### config.mk
export PLATFORM = sky130hd
export DESIGN_NAME = srac_core
export DESIGN_NICKNAME = d
export VERILOG_FILES = /design/src/srac_pkg.sv /design/src/srac_core.sv
export SDC_FILE = /design/constraint.sdc
export NUM_CORES = 1
export LEC_CHECK = 0
export BUFFER_PORTS_ARGS = -buffer_cell sky130_fd_sc_hd__buf_2
export CAP_MARGIN = 25
export CORE_AREA = 2 2 154 126
export DETAILED_ROUTE_END_ITERATION = 10
export DIE_AREA = 0 0 156 128
export GPL_ROUTABILITY_DRIVEN = 0
export PLACE_DENSITY = 0.8
export SETUP_SLACK_MARGIN = 0.3
export SYNTH_ARGS = -nofsm -noshare
export SYNTH_HDL_FRONTEND = slang
export SYNTH_HIERARCHICAL = 1
export SYNTH_SLANG_ARGS = --single-unit
### constraint.sdc
create_clock -name clock -period 4.25 [get_ports clock]
set_input_delay 0.425 -clock clock [delete_from_list [all_inputs] [get_ports clock]]
set_output_delay 0.425 -clock clock [all_outputs]
set_load 0.02 [all_outputs]
### src/srac_pkg.sv
// constants shared by the serial real-time clock core and its write buffer
// assumes a single 40 MHz clock domain and synchronous bus pin samples
package srac_pkg;
	// bus address, 7 upper bits matched, bit 0 is the direction bit
	localparam logic [7:0] DEV_ADDR      = 8'hD0;
	localparam int         NUM_REGS      = 8;
	localparam int         PTR_W         = 3;
	localparam logic [2:0] PTR_RESET     = 3'h0;
	// byte locations in access order
	localparam logic [2:0] IDX_SEC       = 3'h0;
	localparam logic [2:0] IDX_MIN       = 3'h1;
	localparam logic [2:0] IDX_HRS       = 3'h2;
	localparam logic [2:0] IDX_DAY       = 3'h3;
	localparam logic [2:0] IDX_DATE      = 3'h4;
	localparam logic [2:0] IDX_MON       = 3'h5;
	localparam logic [2:0] IDX_YEAR      = 3'h6;
	localparam logic [2:0] IDX_CTRL      = 3'h7;
	// bcd limits of each counter
	localparam logic [7:0] SEC_MAX       = 8'h59;
	localparam logic [7:0] MIN_MAX       = 8'h59;
	localparam logic [7:0] HRS_MAX       = 8'h23;
	localparam logic [7:0] DAY_MAX       = 8'h07;
	localparam logic [7:0] MON_MAX       = 8'h12;
	localparam logic [7:0] YEAR_MAX      = 8'h99;
	localparam logic [7:0] BCD_ZERO      = 8'h00;
	localparam logic [7:0] BCD_ONE       = 8'h01;
	localparam logic [7:0] DATE_28       = 8'h28;
	localparam logic [7:0] DATE_29       = 8'h29;
	localparam logic [7:0] DATE_30       = 8'h30;
	localparam logic [7:0] DATE_31       = 8'h31;
	localparam logic [7:0] MON_FEB       = 8'h02;
	localparam logic [7:0] MON_APR       = 8'h04;
	localparam logic [7:0] MON_JUN       = 8'h06;
	localparam logic [7:0] MON_SEP       = 8'h09;
	localparam logic [7:0] MON_NOV       = 8'h11;
	// hours byte: bits 5:0 hours, bit 6 century
	localparam logic [7:0] HRS_MASK      = 8'h3F;
	localparam int         HRS_CENT_BIT  = 6;
	// reset contents of the clock bytes
	localparam logic [7:0] RST_VAL [NUM_REGS] = '{8'h00, 8'h00, 8'h00, 8'h01,
		8'h01, 8'h01, 8'h00, 8'h00};
	// crystal rate, divided down to one seconds tick
	localparam int         XTAL_HZ       = 32768;
	localparam int         PRE_W         = 15;
	// buffered writes: pointer plus data byte, eight deep
	localparam int         FIFO_W        = PTR_W + 8;
	localparam int         FIFO_D        = 8;
	localparam logic [3:0] BITS_PER_BYTE = 4'h8;

	typedef enum logic [7:0] {
		ST_IDLE = 8'h01,
		ST_ADDR = 8'h02,
		ST_ACKA = 8'h04,
		ST_WADR = 8'h08,
		ST_WDAT = 8'h10,
		ST_ACKW = 8'h20,
		ST_RDAT = 8'h40,
		ST_RACK = 8'h80
	} srac_state_t;
endpackage
### src/srac_core.sv
// serial real-time clock core: two-wire slave, calendar counters, write buffer
// assumes scl, sdaIn, xtalIn and supplyOk already synchronous to clock;
// the sda wire is resolved outside from sdaOut and sdaOe (open drain)

// write buffer between the bus side and the clock byte array
module srac_fifo
	import srac_pkg::*;
#(
	parameter int WIDTH = FIFO_W,
	parameter int DEPTH = FIFO_D
) (
	// clock and reset
	input  wire logic             clock,
	input  wire logic             rst,
	// fill side
	input  wire logic             inValid,
	output logic                  inReady,
	input  wire logic [WIDTH-1:0] inData,
	// drain side
	output logic                  outValid,
	input  wire logic             outReady,
	output logic      [WIDTH-1:0] outData
);
	localparam int AW = $clog2(DEPTH);

	logic [WIDTH-1:0] mem_r [DEPTH];
	logic [AW:0]      wrPtr_r, wrPtr_nxt;
	logic [AW:0]      rdPtr_r, rdPtr_nxt;
	logic             push, pop;

	// full when pointers differ only in the wrap bit
	assign inReady  = !((wrPtr_r[AW] != rdPtr_r[AW]) && (wrPtr_r[AW-1:0] == rdPtr_r[AW-1:0]));
	assign outValid = (wrPtr_r != rdPtr_r);
	assign outData  = mem_r[rdPtr_r[AW-1:0]];
	assign push     = inValid && inReady;
	assign pop      = outValid && outReady;

	// next pointers
	always_comb begin
		wrPtr_nxt = push ? wrPtr_r + 1'b1 : wrPtr_r;
		rdPtr_nxt = pop ? rdPtr_r + 1'b1 : rdPtr_r;
	end

	// pointer and storage registers
	always_ff @(posedge clock) begin
		if (rst) begin
			wrPtr_r <= '0;
			rdPtr_r <= '0;
		end else begin
			wrPtr_r <= wrPtr_nxt;
			rdPtr_r <= rdPtr_nxt;
		end
		if (push) begin
			mem_r[wrPtr_r[AW-1:0]] <= inData;
		end
	end
endmodule

// Behaviour
// - slave only; answers a start followed by bus address D0h, nothing else
// - eight bytes: seconds, minutes, century/hours, day, date, month, years, control
// - byte pointer steps by one after each data byte written, or read and acknowledged
// - all clock bytes kept as bcd, one digit per nibble
// - counters run from the 32.768kHz crystal divided down to seconds
// - counters for seconds through years plus a century bit
// - supply loss aborts any access and returns pointer to reset value
// - bus inputs ignored while supply is low, no byte altered
// - bus inputs recognised again on supply return; clock keeps running
// - read pointer advances only when the master acknowledges the byte
// - write-direction address byte is followed by word address loaded to pointer
module srac_core
	import srac_pkg::*;
#(
	parameter int XTAL_DIV = XTAL_HZ
) (
	// clock and reset
	input  wire logic clock,
	input  wire logic rst,
	// two-wire bus
	input  wire logic scl,
	input  wire logic sdaIn,
	output logic      sdaOut,
	output logic      sdaOe,
	// crystal and supply monitor
	input  wire logic xtalIn,
	input  wire logic supplyOk
);
	// bcd increment with wrap: returns {wrapped, next}
	function automatic logic [8:0] bcdInc(input logic [7:0] v, input logic [7:0] maxv,
		input logic [7:0] minv);
		if (v >= maxv) begin
			bcdInc = {1'b1, minv};
		end else if (v[3:0] == 4'h9) begin
			bcdInc = {1'b0, v[7:4] + 4'h1, 4'h0};
		end else begin
			bcdInc = {1'b0, v + 8'h01};
		end
	endfunction

	// leap year from a bcd year: divisible by four
	function automatic logic isLeap(input logic [7:0] y);
		if (y[4]) begin
			isLeap = (y[3:0] == 4'h2) || (y[3:0] == 4'h6);
		end else begin
			isLeap = (y[3:0] == 4'h0) || (y[3:0] == 4'h4) || (y[3:0] == 4'h8);
		end
	endfunction

	// last date of a month, in bcd
	function automatic logic [7:0] lastDate(input logic [7:0] m, input logic [7:0] y);
		if (m == MON_FEB) begin
			lastDate = isLeap(y) ? DATE_29 : DATE_28;
		end else if (m == MON_APR || m == MON_JUN || m == MON_SEP || m == MON_NOV) begin
			lastDate = DATE_30;
		end else begin
			lastDate = DATE_31;
		end
	endfunction

	// clock bytes, prescaler, crystal edge detect
	logic [7:0]       cal_r [NUM_REGS];
	logic [7:0]       cal_nxt [NUM_REGS];
	logic [PRE_W-1:0] pre_r, pre_nxt;
	logic             xtalPrev_r;
	logic             tick;
	logic [8:0]       cs, cm, ch, cd;
	logic [7:0]       hrsNow;
	// buffer wiring
	logic             fifoInValid, fifoInReady, fifoOutValid, fifoOutReady;
	logic [FIFO_W-1:0] fifoInData, fifoOutData;
	// bus side
	srac_state_t      st_r, st_nxt;
	logic [7:0]       sh_r, sh_nxt;
	logic [3:0]       bitCnt_r, bitCnt_nxt;
	logic [2:0]       ptr_r, ptr_nxt;
	logic             rw_r, rw_nxt;
	logic             acked_r, acked_nxt;
	logic             sdaOe_r, sdaOe_nxt;
	logic             sclPrev_r, sdaPrev_r;
	logic             sclRise, sclFall, startCond, stopCond;

	// one seconds tick per XTAL_DIV rising crystal edges
	assign tick = !xtalPrev_r && xtalIn && (pre_r == PRE_W'(XTAL_DIV - 1));

	// writes drain only when no tick is being applied
	assign fifoOutReady = !tick;

	srac_fifo #(
		.WIDTH (FIFO_W),
		.DEPTH (FIFO_D)
	) u_fifo (
		.clock    (clock),
		.rst      (rst),
		.inValid  (fifoInValid),
		.inReady  (fifoInReady),
		.inData   (fifoInData),
		.outValid (fifoOutValid),
		.outReady (fifoOutReady),
		.outData  (fifoOutData)
	);

	// calendar update: tick cascade or a buffered write
	always_comb begin
		cal_nxt = cal_r;
		pre_nxt = pre_r;
		hrsNow  = cal_r[IDX_HRS] & HRS_MASK;
		cs      = bcdInc(cal_r[IDX_SEC], SEC_MAX, BCD_ZERO);
		cm      = bcdInc(cal_r[IDX_MIN], MIN_MAX, BCD_ZERO);
		ch      = bcdInc(hrsNow, HRS_MAX, BCD_ZERO);
		cd      = bcdInc(cal_r[IDX_DATE], lastDate(cal_r[IDX_MON], cal_r[IDX_YEAR]), BCD_ONE);
		if (!xtalPrev_r && xtalIn) begin
			pre_nxt = (pre_r == PRE_W'(XTAL_DIV - 1)) ? '0 : pre_r + 1'b1;
		end
		if (tick) begin
			cal_nxt[IDX_SEC] = cs[7:0];
			if (cs[8]) begin
				cal_nxt[IDX_MIN] = cm[7:0];
				if (cm[8]) begin
					cal_nxt[IDX_HRS] = (cal_r[IDX_HRS] & ~HRS_MASK) | ch[7:0];
					if (ch[8]) begin
						cal_nxt[IDX_DAY]  = 8'(bcdInc(cal_r[IDX_DAY], DAY_MAX, BCD_ONE));
						cal_nxt[IDX_DATE] = cd[7:0];
						if (cd[8]) begin
							cal_nxt[IDX_MON] = 8'(bcdInc(cal_r[IDX_MON], MON_MAX, BCD_ONE));
							if (cal_r[IDX_MON] == MON_MAX) begin
								cal_nxt[IDX_YEAR] = 8'(bcdInc(cal_r[IDX_YEAR], YEAR_MAX, BCD_ZERO));
								if (cal_r[IDX_YEAR] == YEAR_MAX) begin
									cal_nxt[IDX_HRS][HRS_CENT_BIT] = !cal_r[IDX_HRS][HRS_CENT_BIT];
								end
							end
						end
					end
				end
			end
		end else if (fifoOutValid) begin
			cal_nxt[fifoOutData[FIFO_W-1:8]] = fifoOutData[7:0];
		end
	end

	// calendar registers keep running whatever the supply monitor says
	always_ff @(posedge clock) begin
		if (rst) begin
			cal_r      <= RST_VAL;
			pre_r      <= '0;
			xtalPrev_r <= 1'b0;
		end else begin
			cal_r      <= cal_nxt;
			pre_r      <= pre_nxt;
			xtalPrev_r <= xtalIn;
		end
	end

	// bus conditions from the previous pin samples
	assign sclRise   = !sclPrev_r && scl;
	assign sclFall   = sclPrev_r && !scl;
	assign startCond = sclPrev_r && scl && sdaPrev_r && !sdaIn;
	assign stopCond  = sclPrev_r && scl && !sdaPrev_r && sdaIn;

	// slave state machine
	always_comb begin
		st_nxt      = st_r;
		sh_nxt      = sh_r;
		bitCnt_nxt  = bitCnt_r;
		ptr_nxt     = ptr_r;
		rw_nxt      = rw_r;
		acked_nxt   = acked_r;
		sdaOe_nxt   = sdaOe_r;
		fifoInValid = 1'b0;
		fifoInData  = {ptr_r, sh_r};
		if (!supplyOk) begin
			st_nxt     = ST_IDLE;
			ptr_nxt    = PTR_RESET;
			sdaOe_nxt  = 1'b0;
			bitCnt_nxt = '0;
		end else if (startCond) begin
			st_nxt     = ST_ADDR;
			bitCnt_nxt = '0;
			sdaOe_nxt  = 1'b0;
		end else if (stopCond) begin
			st_nxt    = ST_IDLE;
			sdaOe_nxt = 1'b0;
		end else begin
			unique case (st_r)
				ST_IDLE: begin
					sdaOe_nxt = 1'b0;
				end
				ST_ADDR, ST_WADR, ST_WDAT: begin
					if (sclRise && bitCnt_r < BITS_PER_BYTE) begin
						sh_nxt     = {sh_r[6:0], sdaIn};
						bitCnt_nxt = bitCnt_r + 4'h1;
					end else if (sclFall && bitCnt_r == BITS_PER_BYTE) begin
						bitCnt_nxt = '0;
						if (st_r == ST_ADDR) begin
							if (sh_r[7:1] == DEV_ADDR[7:1]) begin
								rw_nxt    = sh_r[0];
								sdaOe_nxt = 1'b1;
								st_nxt    = ST_ACKA;
							end else begin
								st_nxt = ST_IDLE;
							end
						end else if (st_r == ST_WADR) begin
							ptr_nxt   = sh_r[2:0];
							sdaOe_nxt = 1'b1;
							st_nxt    = ST_ACKW;
						end else if (fifoInReady) begin
							fifoInValid = 1'b1;
							ptr_nxt     = ptr_r + 3'h1;
							sdaOe_nxt   = 1'b1;
							st_nxt      = ST_ACKW;
						end else begin
							st_nxt = ST_IDLE;
						end
					end
				end
				ST_ACKA: begin
					if (sclFall) begin
						if (rw_r) begin
							sh_nxt    = cal_r[ptr_r];
							sdaOe_nxt = !cal_r[ptr_r][7];
							st_nxt    = ST_RDAT;
						end else begin
							sdaOe_nxt = 1'b0;
							st_nxt    = ST_WADR;
						end
					end
				end
				ST_ACKW: begin
					if (sclFall) begin
						sdaOe_nxt = 1'b0;
						st_nxt    = ST_WDAT;
					end
				end
				ST_RDAT: begin
					if (sclRise && bitCnt_r < BITS_PER_BYTE) begin
						bitCnt_nxt = bitCnt_r + 4'h1;
					end else if (sclFall && bitCnt_r == BITS_PER_BYTE) begin
						bitCnt_nxt = '0;
						sdaOe_nxt  = 1'b0;
						st_nxt     = ST_RACK;
					end else if (sclFall) begin
						sh_nxt    = {sh_r[6:0], 1'b0};
						sdaOe_nxt = !sh_r[6];
					end
				end
				ST_RACK: begin
					if (sclRise) begin
						acked_nxt = !sdaIn;
						if (!sdaIn) begin
							ptr_nxt = ptr_r + 3'h1;
						end
					end else if (sclFall) begin
						if (acked_r) begin
							sh_nxt    = cal_r[ptr_r];
							sdaOe_nxt = !cal_r[ptr_r][7];
							st_nxt    = ST_RDAT;
						end else begin
							st_nxt = ST_IDLE;
						end
					end
				end
			endcase
		end
	end

	// bus side registers; sda is only ever pulled low
	always_ff @(posedge clock) begin
		if (rst) begin
			st_r      <= ST_IDLE;
			sh_r      <= '0;
			bitCnt_r  <= '0;
			ptr_r     <= PTR_RESET;
			rw_r      <= 1'b0;
			acked_r   <= 1'b0;
			sdaOe_r   <= 1'b0;
			sclPrev_r <= 1'b1;
			sdaPrev_r <= 1'b1;
			sdaOut    <= 1'b0;
			sdaOe     <= 1'b0;
		end else begin
			st_r      <= st_nxt;
			sh_r      <= sh_nxt;
			bitCnt_r  <= bitCnt_nxt;
			ptr_r     <= ptr_nxt;
			rw_r      <= rw_nxt;
			acked_r   <= acked_nxt;
			sdaOe_r   <= sdaOe_nxt;
			sclPrev_r <= supplyOk ? scl : 1'b1;
			sdaPrev_r <= supplyOk ? sdaIn : 1'b1;
			sdaOut    <= 1'b0;
			sdaOe     <= sdaOe_nxt;
		end
	end
endmodule

==> metrics.txt <==
outcome complete, no violations; Post-Syn Area 0.0117 mm²; Post-DRT Antenna Nets 0; syn nets 1220; Switching Share 21.5%; height of the die ~130 µm; Seq pwr share a little over half; DIE AREA 0.0200 mm²; final slew viol count 0; P_leak just over 4 nW; Max Buffers Root-to-Sink 3; Worst Setup End Kind register; area delta synth->final 7.15%; internal power a little over 3 mW; Post-CTS Hold Fix Bufs 0; Final Net Count around 1200; RSZ-0062 raised after global routing no; met2 GRT Util 44.4%; clk_lat worst skew 0.53 ns; worst r2r src cal_r[10]; CP Capture Point cal_r[15]; post-route insts no fill ~1400; first-pass GRT wire length 46.3 mm; final worst-path cycle share 85.7%; startpoint types register; TritonCTS clock tree yes; setup TNS 0 ns; skew final 0.0256 ns; GRT Residual Overflow 0; vias in the first global route between 8000 and 9000; port buffer count 6; cell chain of the critical path a211oi_1 -> a31oi_1 -> o21ai_0 -> a21oi_1 -> o21ai_0 -> ha_1 -> nor4b_1 -> o221ai_1 -> nand2_1 -> o31a_1 -> a311oi_1 -> a211oi_1; HP Class in -> reg; CP Depth 12; worst slew pin tran between 0.9 and 1 ns; Unique masters post-synth 89; Setup Crit Path Kind reg -> reg; Top Family by Delay on Critical Path compound AO/OA/AOI/OAI gates; dpl cells ~1400; # setup viols final 0; peak supply drop ~0.00037 V; fillers 1392; WP data arrival roughly 4 ns; per-cell routed wire length about 21 µm; reg2reg setup slack between 0.6 and 0.7 ns; die width roughly 160 µm; fmax between 200 and 300 MHz; initial antenna violation count 1; initial cell density of the core a little over three fifths; depth of the worst register-to-register path 12; Syn Area/Cell between 9 and 10 µm²; Worst R2R End cal_r[15]; switching power between 0.8 and 0.9 mW; Iteration-0 DRC Markers 1021; num rows 45; setup bufs post-CTS 0; routing usage on met3 7.07%; Fin. Hold Viols 0; via-per-instance ratio 6.70; number of buffers created by CTS 21; Max Cap Viol 0; Ports 8; Setup crit start cal_r[10]; YS warnings 6; clock sink count ~210; Max FO, Critical Path 13; Tmin final between 3 and 4 ns; most frequent cells in the layout dfxtp_1, nor2_1, edfxtp_1, a21oi_1, nand2_1; DR pass1 iterations 6; Worst slew margin about 37%; Antenna Cells 0; leading cell type in the layout, fill and taps excluded dfxtp_1; Yosys reg bits 207; Comb power frac roughly 1.4%; clk slew on worst S/H paths 0.07 ns; Pwr Density between 300 and 400 mW/mm²; post-DP HPWL between 15 and 20 mm; Most used DFF post-synth dfxtp_1; GR Layer Usage met1 between 40 and 50%; Clock Power Share between 40% and 50%; critical path data required time between 4 and 5 ns; largest net degree at the start of global routing 86; layout cells sized above 1 about 13%; Post-synth EDFFs 88; Crit-path slowest cell o221ai_1; Worst Path Buf+Inv 0; worst hold margin roughly 0.19 ns; vias between 9000 and 10000; sequential fraction of the synthesis area 43.1%; GR Util All Layers between 20% and 30%; number of levels in the clock H-tree 1; fin util roughly 67%; Most Crowded Layer GR met2; post-cts resize count 0; worst stage delay on the critical path 0.59 ns; routed wire length just under 30 mm; fraction of registers with async set or reset after synthesis 0%; total power about 3.9 mW; DRC 0; Core Box Area ~0.019 mm²; Synth Instances 1184; Root Buffer clkbuf_16
-- final cells by class --
| type | instances | area [µm²] | share of cell area [%] |
|---|---|---|---|
| Sequential cell | 207 | 5020 | 40.2 |
| Clock buffer | 28 | 592 | 4.74 |
| Clock inverter | 9 | 53.8 | 0.431 |
| Multi-Input combinational cell | 862 | 6190 | 49.5 |
| Tap cell | 235 | 294 | 2.35 |
| Inverter | 34 | 128 | 1.02 |
| Timing Repair Buffer | 30 | 213 | 1.70 |
-- cells in the mapped netlist, drive strengths merged (4+ instances only) --
| cell type | instances | area (µm²) |
|---|---|---|
| xnor2 | 17 | 149 |
| a22oi | 5 | 37.5 |
| o21ai | 72 | 364 |
| nor2 | 116 | 435 |
| edfxtp | 88 | 2640 |
| a41oi | 4 | 35.0 |
| o21bai | 4 | 30.0 |
| a31oi | 12 | 75.1 |
| nor3 | 42 | 215 |
| nand3 | 55 | 280 |
| nor4b | 4 | 41.3 |
| nor2b | 16 | 100 |
| a311oi | 6 | 52.6 |
| xor2 | 15 | 139 |
| nand2b | 17 | 106 |
| nand4b | 4 | 35.0 |
| nor4 | 15 | 145 |
| nand4 | 20 | 131 |
| dfxtp | 119 | 2380 |
| inv | 34 | 128 |
| and3 | 12 | 75.1 |
| o22ai | 6 | 37.5 |
| nand3b | 7 | 52.6 |
| or2 | 6 | 37.5 |
| ha | 30 | 375 |
| or4 | 6 | 48.8 |
| a211oi | 31 | 245 |
| o21a | 4 | 30.0 |
| clkbuf | 53 | 200 |
| o211ai | 6 | 45.0 |
| mux2i | 39 | 390 |
| nor3b | 12 | 90.1 |
| nand2 | 72 | 270 |
| mux2 | 22 | 248 |
| or3 | 17 | 111 |
| buf | 28 | 158 |
| o31ai | 9 | 72.6 |
| mux4 | 38 | 856 |
| a21oi | 80 | 404 |
-- power by group through the flow --
stage               Sequential, mW  Clock (mW)  Combinational (mW)
finish                        2.06        1.77              0.0534
global route                  2.06        1.85              0.0590
CTS                           2.06        1.77              0.0526
detailed placement            2.11           0              0.0522
global placement              2.11           0              0.0515
floorplan                     2.10           0              0.0423
-- stage by stage --
step	instance area, µm²	worst slack, ns
CTS	12500	0.738
finish	12500	0.608
global placement	11800	0.824
detailed placement	11800	0.765
floorplan	11700	0.672
global route	12500	0.417
-- cell families after synthesis --
family          Yosys count  share of synthesized area, %
simple gates            434                          19.7
compound gates          266                          14.5
flops                   207                          43.1
buf+inv                 115                          4.16
mux                      99                          12.8
xor+xnor                 32                          2.47
fa+ha+maj                30                          3.22
other cells               1                        0.0322
-- state kept, by name (all words and copies together), names as in the netlist, named ones only --
name / flops
xtalPrev_r: 1
sh_r: 8
sdaOe_r: 1
ptr_r: 3
u_fifo/wrPtr_r: 4
sdaPrev_r: 1
u_fifo/rdPtr_r: 4
bitCnt_r: 4
st_r: 8
acked_r: 1
cal_r: 64
sclPrev_r: 1
u_fifo/mem_r: 88
rw_r: 1
pre_r: 15
-- routing by layer --
layer,vias up,wire length (µm)
li1,4383,-
met1,4461,12200
met2,488,12500
met3,79,3240
met4,2,906
met5,-,13
-- worst min path at each step --
stage | cells after the start | to | slack [ns] | startpoint
after detailed placement | 2 | pre_r[13] | 0.46 | pre_r[13]
after global routing | 2 | xtalPrev_r | 0.22 | xtalIn
after floorplan | 2 | cal_r[47] | 0.43 | cal_r[47]
final | 2 | xtalPrev_r | 0.19 | xtalIn
after global placement | 2 | cal_r[47] | 0.44 | cal_r[47]
after CTS | 2 | xtalPrev_r | 0.20 | xtalIn
No activity file was read; power rests on OpenSTA's default activity.
